**config.mk**
```make
export PLATFORM = sky130hd
export DESIGN_NAME = pad_block
export DESIGN_NICKNAME = d
export VERILOG_FILES = /design/src/pad_pkg.sv /design/src/pad_block.sv /design/src/pad_reg.sv /design/src/pad_delay.sv
export SDC_FILE = /design/constraint.sdc
export NUM_CORES = 1
export LEC_CHECK = 0
export BUFFER_PORTS_ARGS = -buffer_cell sky130_fd_sc_hd__buf_2
export CAP_MARGIN = 25
export CORE_AREA = 2 2 307 279
export DETAILED_ROUTE_END_ITERATION = 12
export DIE_AREA = 0 0 309 281
export SYNTH_ARGS = -nofsm -noshare
export SYNTH_HDL_FRONTEND = slang
export SYNTH_SLANG_ARGS = --single-unit
```
**constraint.sdc**
```tcl
create_clock -name pclk -period 3.4 [get_ports pclk]
set_input_delay 0.51 -clock pclk [delete_from_list [all_inputs] [get_ports pclk]]
set_output_delay 0.51 -clock pclk [all_outputs]
set_load 0.02 [all_outputs]
```
**src/pad_pkg.sv**
```systemverilog
// Purpose: shared constants, layouts and helpers for the pad cell block
// Assumes: apb register map with 32-bit words, one clock pclk
// Notes: clocks and clears of the cells are level signals on pclk

package pad_pkg;

   // geometry of a block
   localparam int NCELL = 5;
   localparam int ROW_CELLS = 4;
   localparam int LINES_PER_CELL = 8;
   localparam int CORE_LINES = 40;
   localparam int EDGE_CLKS = 6;
   localparam int ROWCOL_CTL = 2;
   localparam int NSRC = 16;
   localparam int SEL_W = 4;
   localparam int DLY_W = 2;
   localparam int DLY_MAX = 3;

   // register roles inside one cell
   localparam int NREG = 5;
   localparam int REG_CAP = 0;
   localparam int REG_LA = 1;
   localparam int REG_LB = 2;
   localparam int REG_OA = 3;
   localparam int REG_OB = 4;

   // positions of the dedicated data lines inside a cell bundle
   localparam int LINE_DA = 0;
   localparam int LINE_DB = 1;
   localparam int LINE_OB = 3;

   // register map, byte addresses
   localparam int ADDR_W = 12;
   localparam logic [11:0] CTRL_OFF = 12'h000;
   localparam logic [11:0] STATUS_OFF = 12'h004;
   localparam logic [11:0] CELL_BASE = 12'h010;
   localparam logic [11:0] CELL_END = 12'h038;
   localparam int CELL_STRIDE_LOG2 = 3;
   localparam int CELL_MODE_BIT = 2;

   // field positions and reset values
   localparam int CTRL_COL_BIT = 0;
   localparam int STAT_CAP_LSB = 0;
   localparam int STAT_PIN_LSB = 5;
   localparam int STAT_DRV_LSB = 10;
   localparam int STAT_REJ_BIT = 15;
   localparam logic CTRL_COL_RST = 1'b0;
   localparam logic [31:0] CFG_RST = 32'h0000_0000;
   localparam logic [31:0] MODE_RST = 32'h0000_0000;

   typedef enum logic [1:0] {
      DIR_INPUT, DIR_OUTPUT, DIR_BIDIR, DIR_UNUSED
   } dir_e;

   // per-cell source selection word
   typedef struct packed {
      logic [3:0] spare;
      logic [3:0] oe_sel;
      logic [3:0] sclr_sel;
      logic [3:0] aclr_sel;
      logic [3:0] ce_out_sel;
      logic [3:0] clk_out_sel;
      logic [3:0] ce_in_sel;
      logic [3:0] clk_in_sel;
   } cell_cfg_s;

   // per-cell mode word
   typedef struct packed {
      logic [6:0] spare;
      logic [1:0] dly_reg;
      logic [1:0] dly_comb;
      logic ser_term;
      logic drv_str;
      logic [4:0] ign_sclr;
      logic [4:0] ign_aclr;
      logic [4:0] preset;
      logic ddr_oe;
      logic ddr_out;
      dir_e mode;
   } cell_mode_s;

   // pick one of the sixteen control sources of a cell
   function automatic logic sel_src(input logic [15:0] v,
                                    input logic [3:0] s);
      return v[s];
   endfunction : sel_src

endpackage : pad_pkg

```
**src/pad_block.sv**
```systemverilog
// Purpose: block of registered bidirectional pad cells with apb setup
// Assumes: core lines, edge clocks and apb share pclk; pad inputs do not
// Notes: cell clocks are levels, a register fires on their rising edge
//
// Local design decisions: register access over APB and the placing of the registers.

`timescale 1ns/100ps
`default_nettype none

// What this block does
// - combinational and registered inputs, each delayed
// - row block holds four cells, 32 lines
// - column block holds five cells, 40 lines
// - row feeds all routing, column only column
// - six edge clock lines 5..0 per region
// - each cell selects all its control sources
// - capture register has own clock and enable
// - launch and drive registers share clock, enable
// - shared clears, each register may ignore them
// - input, output or bidir with drive register
// - reject drive strength with series termination
// - one capture, two launch, two drive registers
module pad_block
   import pad_pkg::*;
(
   input wire logic pclk,
   input wire logic presetn,
   input wire logic psel,
   input wire logic penable,
   input wire logic pwrite,
   input wire logic [ADDR_W-1:0] paddr,
   input wire logic [31:0] pwdata,
   output logic [31:0] prdata,
   output logic pready,
   output logic pslverr,
   input wire logic [CORE_LINES-1:0] core_lines,
   input wire logic [ROWCOL_CTL-1:0] rowcol_ctl,
   input wire logic [EDGE_CLKS-1:0] edge_clk,
   input wire logic [NCELL-1:0] pad_in,
   output logic [NCELL-1:0] pad_out,
   output logic [NCELL-1:0] pad_oe_n,
   output logic [2*NCELL-1:0] row_feed,
   output logic [2*NCELL-1:0] col_feed,
   output logic [2*NCELL-1:0] direct_feed
);

   // software-visible state
   logic col_mode_r;
   logic reject_r;
   logic [31:0] prdata_r;
   cell_cfg_s cfg_r [NCELL];
   cell_mode_s mode_r [NCELL];

   // bus decode
   logic setup;
   logic access;
   logic wr;
   logic cell_hit;
   logic mode_hit;
   logic [2:0] cell_idx;
   logic mapped;
   logic bad_mode;
   cell_mode_s wmode;
   logic [31:0] rd_word;

   // per-cell state gathered for status and feeds
   logic [NCELL-1:0] cap_v;
   logic [NCELL-1:0] pin_v;
   logic [NCELL-1:0] drv_v;
   logic [2*NCELL-1:0] feed_v;

   // index of the cell whose words an address falls into
   function automatic logic [2:0] cell_of(input logic [11:0] a);
      logic [11:0] off;
      off = a - CELL_BASE;
      return off[CELL_STRIDE_LOG2 +: 3];
   endfunction : cell_of

   // true when an address lies in the cell word range
   function automatic logic in_cells(input logic [11:0] a);
      return (a >= CELL_BASE) && (a < CELL_END) && (a[1:0] == 2'h0);
   endfunction : in_cells

   // apb phase decode; no wait states
   assign setup = psel & ~penable;
   assign access = psel & penable;
   assign wr = access & pwrite;
   assign cell_hit = in_cells(paddr);
   assign mode_hit = cell_hit & paddr[CELL_MODE_BIT];
   assign cell_idx = cell_of(paddr);
   assign mapped = (paddr == CTRL_OFF) || (paddr == STATUS_OFF) || cell_hit;
   assign wmode = cell_mode_s'(pwdata);
   assign bad_mode = pwrite & mode_hit & wmode.drv_str & wmode.ser_term;

   // refused writes and holes in the map both answer with an error
   assign pready = 1'b1;
   assign pslverr = access & (~mapped | bad_mode);

   // block kind: row block or column block
   always_ff @(posedge pclk or negedge presetn) begin
      if (!presetn) begin
         col_mode_r <= CTRL_COL_RST;
      end else if (wr && paddr == CTRL_OFF) begin
         col_mode_r <= pwdata[CTRL_COL_BIT];
      end
   end

   // cell selection and mode words; a conflicting mode word is dropped
   always_ff @(posedge pclk or negedge presetn) begin
      if (!presetn) begin
         for (int c = 0; c < NCELL; c++) begin
            cfg_r[c] <= cell_cfg_s'(CFG_RST);
            mode_r[c] <= cell_mode_s'(MODE_RST);
         end
      end else if (wr && cell_hit) begin
         if (!paddr[CELL_MODE_BIT]) begin
            cfg_r[cell_idx] <= cell_cfg_s'(pwdata);
         end else if (!bad_mode) begin
            mode_r[cell_idx] <= wmode;
         end
      end
   end

   // sticky reject flag, write one to clear; a new reject wins the clear
   always_ff @(posedge pclk or negedge presetn) begin
      if (!presetn) begin
         reject_r <= 1'b0;
      end else if (wr && bad_mode) begin
         reject_r <= 1'b1;
      end else if (wr && paddr == STATUS_OFF && pwdata[STAT_REJ_BIT]) begin
         reject_r <= 1'b0;
      end
   end

   // read mux
   always_comb begin
      rd_word = '0;
      if (paddr == CTRL_OFF) begin
         rd_word[CTRL_COL_BIT] = col_mode_r;
      end else if (paddr == STATUS_OFF) begin
         rd_word[STAT_CAP_LSB +: NCELL] = cap_v;
         rd_word[STAT_PIN_LSB +: NCELL] = pin_v;
         rd_word[STAT_DRV_LSB +: NCELL] = drv_v;
         rd_word[STAT_REJ_BIT] = reject_r;
      end else if (cell_hit && cell_idx < 3'(NCELL)) begin
         rd_word = paddr[CELL_MODE_BIT] ? 32'(mode_r[cell_idx])
                                        : 32'(cfg_r[cell_idx]);
      end
   end

   // read data is caught in the setup cycle so it leaves a flop
   always_ff @(posedge pclk or negedge presetn) begin
      if (!presetn) begin
         prdata_r <= '0;
      end else if (setup && !pwrite) begin
         prdata_r <= rd_word;
      end
   end

   assign prdata = prdata_r;

   // one slice per pad cell
   for (genvar i = 0; i < NCELL; i++) begin : gen_cell
      logic [LINES_PER_CELL-1:0] lines;
      logic [NSRC-1:0] src;
      logic active;
      logic pin_s1;
      logic pin_s2;
      logic in_lvl;
      logic in_prev;
      logic out_lvl;
      logic out_prev;
      logic in_tick;
      logic out_tick;
      logic ce_in;
      logic ce_out;
      logic aclr;
      logic sclr;
      logic oe_src;
      logic oe_lvl;
      logic drive_r;
      logic pad_out_r;
      logic comb_q;
      logic reg_q;
      logic [NREG-1:0] d_v;
      logic [NREG-1:0] load_v;
      logic [NREG-1:0] q;

      // the fifth cell only exists in a column block
      assign active = (i < ROW_CELLS) || col_mode_r;
      assign lines = core_lines[i*LINES_PER_CELL +: LINES_PER_CELL];

      // sources: edge clocks 5..0, row/column lines, local cell lines
      assign src = {edge_clk, rowcol_ctl, lines};

      // every control of the cell picks its own source
      assign in_lvl = sel_src(src, cfg_r[i].clk_in_sel);
      assign ce_in = sel_src(src, cfg_r[i].ce_in_sel);
      assign out_lvl = sel_src(src, cfg_r[i].clk_out_sel);
      assign ce_out = sel_src(src, cfg_r[i].ce_out_sel);
      assign aclr = sel_src(src, cfg_r[i].aclr_sel);
      assign sclr = sel_src(src, cfg_r[i].sclr_sel);
      assign oe_src = sel_src(src, cfg_r[i].oe_sel);

      // pad level is foreign to pclk; first flop feeds only the second
      always_ff @(posedge pclk or negedge presetn) begin
         if (!presetn) begin
            pin_s1 <= 1'b0;
            pin_s2 <= 1'b0;
         end else begin
            pin_s1 <= pad_in[i];
            pin_s2 <= pin_s1;
         end
      end

      // rising edges of the selected cell clocks
      always_ff @(posedge pclk or negedge presetn) begin
         if (!presetn) begin
            in_prev <= 1'b0;
            out_prev <= 1'b0;
         end else begin
            in_prev <= in_lvl;
            out_prev <= out_lvl;
         end
      end

      assign in_tick = in_lvl & ~in_prev;
      assign out_tick = out_lvl & ~out_prev;

      // capture runs on its own clock; launch and drive share theirs
      assign d_v[REG_CAP] = pin_s2;
      assign d_v[REG_LA] = lines[LINE_DA];
      assign d_v[REG_LB] = lines[LINE_DB];
      assign d_v[REG_OA] = oe_src;
      assign d_v[REG_OB] = lines[LINE_OB];
      assign load_v[REG_CAP] = active & in_tick & ce_in;
      assign load_v[REG_LA] = active & out_tick & ce_out;
      assign load_v[REG_LB] = active & out_tick & ce_out;
      assign load_v[REG_OA] = active & out_tick & ce_out;
      assign load_v[REG_OB] = active & out_tick & ce_out;

      // five registers on one shared pair of clears
      for (genvar r = 0; r < NREG; r++) begin : gen_reg
         pad_reg u_reg (
            .pclk(pclk),
            .presetn(presetn),
            .d(d_v[r]),
            .load(load_v[r]),
            .sclr(sclr),
            .aclr(aclr),
            .ign_sclr(mode_r[i].ign_sclr[r]),
            .ign_aclr(mode_r[i].ign_aclr[r]),
            .preset(mode_r[i].preset[r]),
            .q(q[r])
         );
      end

      // in ddr the launch clock level picks which register drives
      assign oe_lvl = (mode_r[i].ddr_oe && !out_lvl) ? q[REG_OB]
                                                      : q[REG_OA];

      always_ff @(posedge pclk or negedge presetn) begin
         if (!presetn) begin
            pad_out_r <= 1'b0;
         end else if (mode_r[i].ddr_out && !out_lvl) begin
            pad_out_r <= q[REG_LB];
         end else begin
            pad_out_r <= q[REG_LA];
         end
      end

      // output buffer enable follows the direction of use
      always_ff @(posedge pclk or negedge presetn) begin
         if (!presetn) begin
            drive_r <= 1'b0;
         end else if (!active) begin
            drive_r <= 1'b0;
         end else begin
            unique case (mode_r[i].mode)
               DIR_INPUT: drive_r <= 1'b0;
               DIR_OUTPUT: drive_r <= 1'b1;
               DIR_BIDIR: drive_r <= oe_lvl;
               DIR_UNUSED: drive_r <= 1'b0;
            endcase
         end
      end

      // two input paths, each with its own delay chain
      pad_delay u_dly_comb (
         .pclk(pclk),
         .presetn(presetn),
         .d(pin_s2),
         .sel(mode_r[i].dly_comb),
         .q(comb_q)
      );

      pad_delay u_dly_reg (
         .pclk(pclk),
         .presetn(presetn),
         .d(q[REG_CAP]),
         .sel(mode_r[i].dly_reg),
         .q(reg_q)
      );

      assign feed_v[2*i] = active & comb_q;
      assign feed_v[2*i+1] = active & reg_q;
      assign pad_out[i] = pad_out_r;
      assign pad_oe_n[i] = ~drive_r;
      assign cap_v[i] = q[REG_CAP];
      assign pin_v[i] = pin_s2;
      assign drv_v[i] = drive_r;
   end

   // a column block reaches only column routing
   assign col_feed = feed_v;
   assign row_feed = col_mode_r ? '0 : feed_v;
   assign direct_feed = col_mode_r ? '0 : feed_v;
endmodule : pad_block

`default_nettype wire

```
**src/pad_reg.sv**
```systemverilog
// Purpose: one cell register with shared clears and per-register options
// Assumes: clears and load are levels on pclk
// Notes: the async clear acts on the output at once, the flop follows

`timescale 1ns/100ps
`default_nettype none

module pad_reg
   import pad_pkg::*;
(
   input wire logic pclk,
   input wire logic presetn,
   input wire logic d,
   input wire logic load,
   input wire logic sclr,
   input wire logic aclr,
   input wire logic ign_sclr,
   input wire logic ign_aclr,
   input wire logic preset,
   output logic q
);

   logic q_r;
   logic aclr_on;
   logic sclr_on;

   // each register may ignore either clear
   assign aclr_on = aclr & ~ign_aclr;
   assign sclr_on = sclr & ~ign_sclr;

   // clears load the preset value instead of zero when asked
   always_ff @(posedge pclk or negedge presetn) begin
      if (!presetn) begin
         q_r <= 1'b0;
      end else if (aclr_on || sclr_on) begin
         q_r <= preset;
      end else if (load) begin
         q_r <= d;
      end
   end

   // async clear must not wait for an edge
   assign q = aclr_on ? preset : q_r;
endmodule : pad_reg

`default_nettype wire

```
**src/pad_delay.sv**
```systemverilog
// Purpose: programmable delay chain on one input path to the core
// Assumes: delay counted in pclk cycles, 0 to DLY_MAX
// Notes: setting zero passes the input straight through

`timescale 1ns/100ps
`default_nettype none

module pad_delay
   import pad_pkg::*;
(
   input wire logic pclk,
   input wire logic presetn,
   input wire logic d,
   input wire logic [DLY_W-1:0] sel,
   output logic q
);

   logic [DLY_MAX-1:0] sh_r;

   // shift line of the chain
   always_ff @(posedge pclk or negedge presetn) begin
      if (!presetn) begin
         sh_r <= '0;
      end else begin
         sh_r <= {sh_r[DLY_MAX-2:0], d};
      end
   end

   // tap chosen by the setting
   assign q = (sel == 2'h0) ? d : sh_r[sel - 2'h1];
endmodule : pad_delay

`default_nettype wire

```
==> summary.md <==
| Metric | Value |
|---|---|
| Yosys warnings | `0` |
| Final ANT Viol Nets | `0` |
| Global-route wire length before repair | `128.6 mm` |
| Most common cell in the synthesized netlist | `dfrtp_1` |
| Crit path arrival time | `3.36 ns` |
| Ports | `176` |
| Placed cell count | `3012` |
| Final worst slack | `-0.4720 ns` |
| CTS tree | `done` |
| Fmax | `258.3 MHz` |
| R2R Setup Slk | `0.62 ns` |
| FP Rows | `101` |
| Final setup vio count | `12` |
| CTS H-tree depth | `2` |
| Worst Tran Pin Value | `0.9440 ns` |
| Vias per cell | `5.623` |
| Area of the mapped netlist | `0.02490 mm2` |
| Drt wl/cell | `28.57 um` |
| Largest net degree at the start of global routing | `103` |
| Setup TNS | `-3.240 ns` |
| Max-slew violations | `0` |
| Area of the multi-input gates | `0.01294 mm2` |
| Share of cells above drive strength 1 | `50.56%` |
| Die height | `281 um` |
| Hold Crit Class | `in -> reg` |
| Seq/Total Area, Yosys | `44.13%` |
| Worst setup SP type | `flop` |
| Most frequent cells after synthesis | `dfrtp_1 (439), mux2_2 (376), mux4_2 (199)` |
| Top cell type's share of synthesized area | `44.13%` |
| Antenna violations before repair | `13` |
| Drt first pass iters | `5` |
| Pwr Total | `12.30 mW` |
| Syn avg cell area | `13.96 um2` |
| Final Critical Period | `3.872 ns` |
| CP Capture Point | `direct_feed[1]` |
| Vias in the first global route | `17780` |
| Core area | `0.08366 mm2` |
| Area leader, netlist | `dfrtp_1` |
| Hpwl dp | `64.12 mm` |
| Final instance area | `0.02925 mm2` |
| Finished Layout Cells | `3108` |
| EDFF count, synth | `0` |
| Layout Skew | `0.03198 ns` |
| Routability Congestion | `0.9260` |
| Leakage | `12.95 nW` |
| # DRC | `0` |
| Peak VDD IR | `0.0002959 V` |
| Clock buffer depth | `3` |
| Ys async rst share | `100.0%` |
| DIE WIDTH | `309 um` |
| Starting DRC count in detailed routing | `1675` |
| Area growth, synth to finish | `17.48%` |
| Final core utilization | `34.96%` |
| Worst Path Max Fanout | `6` |
| Critical Path Sink Type | `output pin` |
| CP required | `2.89 ns` |
| Failing checks | `negative setup slack` |
| Crit Reg-Reg Endpoint | `gen_cell[1].drive_r$_DFF_PN0_` |
| Post-Syn Instances | `1784` |
| DR vias | `17480` |
| Tcrit/Tclk final | `113.9%` |
| Post-Route WL | `88.81 mm` |
| R2r worst-path depth | `7` |
| Clock slew at reported path FFs | `0.06 ns` |
| Area contributors post-synth | `dfrtp_1 (44%), mux4_2 (18%), mux2_2 (17%), mux2i_1 (3.9%), mux4_1 (3.1%)` |
| Crit path from | `cfg_r[144]$_DFFE_PN0P_` |
| Register area | `0.01099 mm2` |
| Initial Util | `29.76%` |
| Final Hold Viols | `0` |
| Aggregate global-route resource usage | `20.37%` |
| Filler cells | `8082` |
| Outcome | `complete, but fails checks` |
| Gr ovfl total | `0` |
| Reg2reg start | `cfg_r[112]$_DFFE_PN0P_` |
| Hold_sp | `pad_in[3]` |
| Clk Latency, worst-skew pair | `0.61 ns` |
| IO Port Bufs | `170` |
| Nets | `2055` |
| Yosys cell types | `53` |
| RSZ-0062 raised after global routing | `true` |
| Die ar. | `0.08683 mm2` |
| Top_reg_cell synth | `dfrtp_1` |
| Slew headroom | `36.78%` |
| Register bit total from synthesis | `439` |
| CP Class | `reg -> out` |
| MaxCap Viol Count | `0` |
| Power Density | `420.7 mW/mm2` |
| Placed cell areas | `0.02731 mm2` |
| Clk sinks | `439` |
| Inserted Clock Buffers | `50` |
| CTS root buffer | `clkbuf_16` |
==> sequential cells by signal, indices dropped and copies added, names as in the netlist <==
register	flops
reject_r	1
gen_cell.out_prev	5
col_mode_r	1
gen_cell.in_prev	5
prdata	32
gen_cell.pad_out_r	5
gen_cell.u_dly_comb.sh_r	15
gen_cell.pin_s2	5
gen_cell.drive_r	5
cfg_r	160
gen_cell.u_dly_reg.sh_r	15
gen_cell.gen.u_reg.q_r	25
gen_cell.pin_s1	5
mode_r	160
==> worst max-delay path, cell delays in order, from the launching register on <==
cell,delay (ns)
dfrtp_2,0.52
mux4_2,0.63
mux4_2,0.56
nand2b_4,0.11
mux2_4,0.34
mux2_4,0.30
nor2b_4,0.14
buf_6,0.16
==> layer usage <==
layer | wire, um | global-route usage, % | share of wire [%] | vias up
met1 | 36450 | 27.80 | 41 | 9275
li1 | - | - | - | 7055
met4 | 3788 | 7.518 | 4.3 | 6
met3 | 8974 | 5.663 | 10 | 176
met2 | 39550 | 30.82 | 45 | 963
met5 | 39 | 0 | 0.044 | -
==> report_power, final <==
group | internal [mW] | switching, mW | total [mW]
clock network | 3.63 | 2.27 | 5.89
registers | 5.28 | 0.0412 | 5.32
logic | 0.395 | 0.696 | 1.09
==> area by class of cell <==
class	count	share of cell area, %
Inverter	40	0.5133
Clock inverter	16	0.9154
Timing Repair Buffer	287	6.643
Tap cell	1133	4.847
Multi-Input combinational cell	1115	44.25
Clock buffer	77	5.244
Sequential cell	439	37.58
Antenna cell	1	0.008555
==> cells in the final DEF, fill, tap and decap left out, types with 12 or more instances in the layout <==
master / Yosys / final
dfrtp_1: 439 / 434
mux2_2: 376 / 374
mux4_2: 199 / 214
buf_2: 42 / 155
buf_4: 26 / 111
mux2i_1: 98 / 96
o21ai_0: 81 / 81
nand2_1: 73 / 72
nor2_1: 57 / 57
clkbuf_16: 0 / 51
inv_1: 40 / 40
a22oi_1: 20 / 20
ha_1: 20 / 20
a21oi_1: 22 / 19
nor2b_1: 18 / 16
clkbuf_8: 0 / 16
mux4_1: 29 / 14
a221oi_1: 15 / 13
nand2b_1: 15 / 12
==> repair_timing <==
action / in CTS / in global routing
resized for setup: 52 / 7
setup endpoints to repair: 13 / 13
pin swaps: 0 / 2
buffers inserted: 0 / 3
hold buffers: 2 / 0
hold endpoints to repair: 51 / 0
==> through the flow <==
step,hold slack [ns],setup WS [ns]
6_report,0.02629,-0.4720
5_1_grt,0.01108,-0.5338
4_1_cts,0.001087,-0.4973
3_5_place_dp,0.3395,-0.2982
3_3_place_gp,0.3368,-0.2568
2_1_floorplan,0.2144,0.2540
==> cells by family after synthesis <==
| kind of cell | Yosys count | share of synthesized area, % |
|---|---|---|
| flip-flops | 439 | 44.13 |
| adder cells (fa/ha/maj) | 20 | 1.005 |
| buffers and inverters | 233 | 4.217 |
| multiplexers | 705 | 42.14 |
| AO/OA/AOI/OAI | 172 | 4.161 |
| AND/OR/NAND/NOR | 213 | 4.317 |
| other | 2 | 0.03017 |
==> worst min-delay path by stage <==
stage,endpoint,slack [ns],cells after the start
4_1_cts,gen_cell[3].pin_s1$_DFF_PN0_,0.001,1
5_1_grt,gen_cell[3].pin_s1$_DFF_PN0_,0.01,1
2_1_floorplan,cfg_r[0]$_DFFE_PN0P_,0.21,0
6_report,gen_cell[3].pin_s1$_DFF_PN0_,0.03,1
3_3_place_gp,gen_cell[0].pin_s2$_DFF_PN0_,0.34,0
3_5_place_dp,gen_cell[4].pin_s2$_DFF_PN0_,0.34,0
No activity file was read; power rests on OpenSTA's default activity.
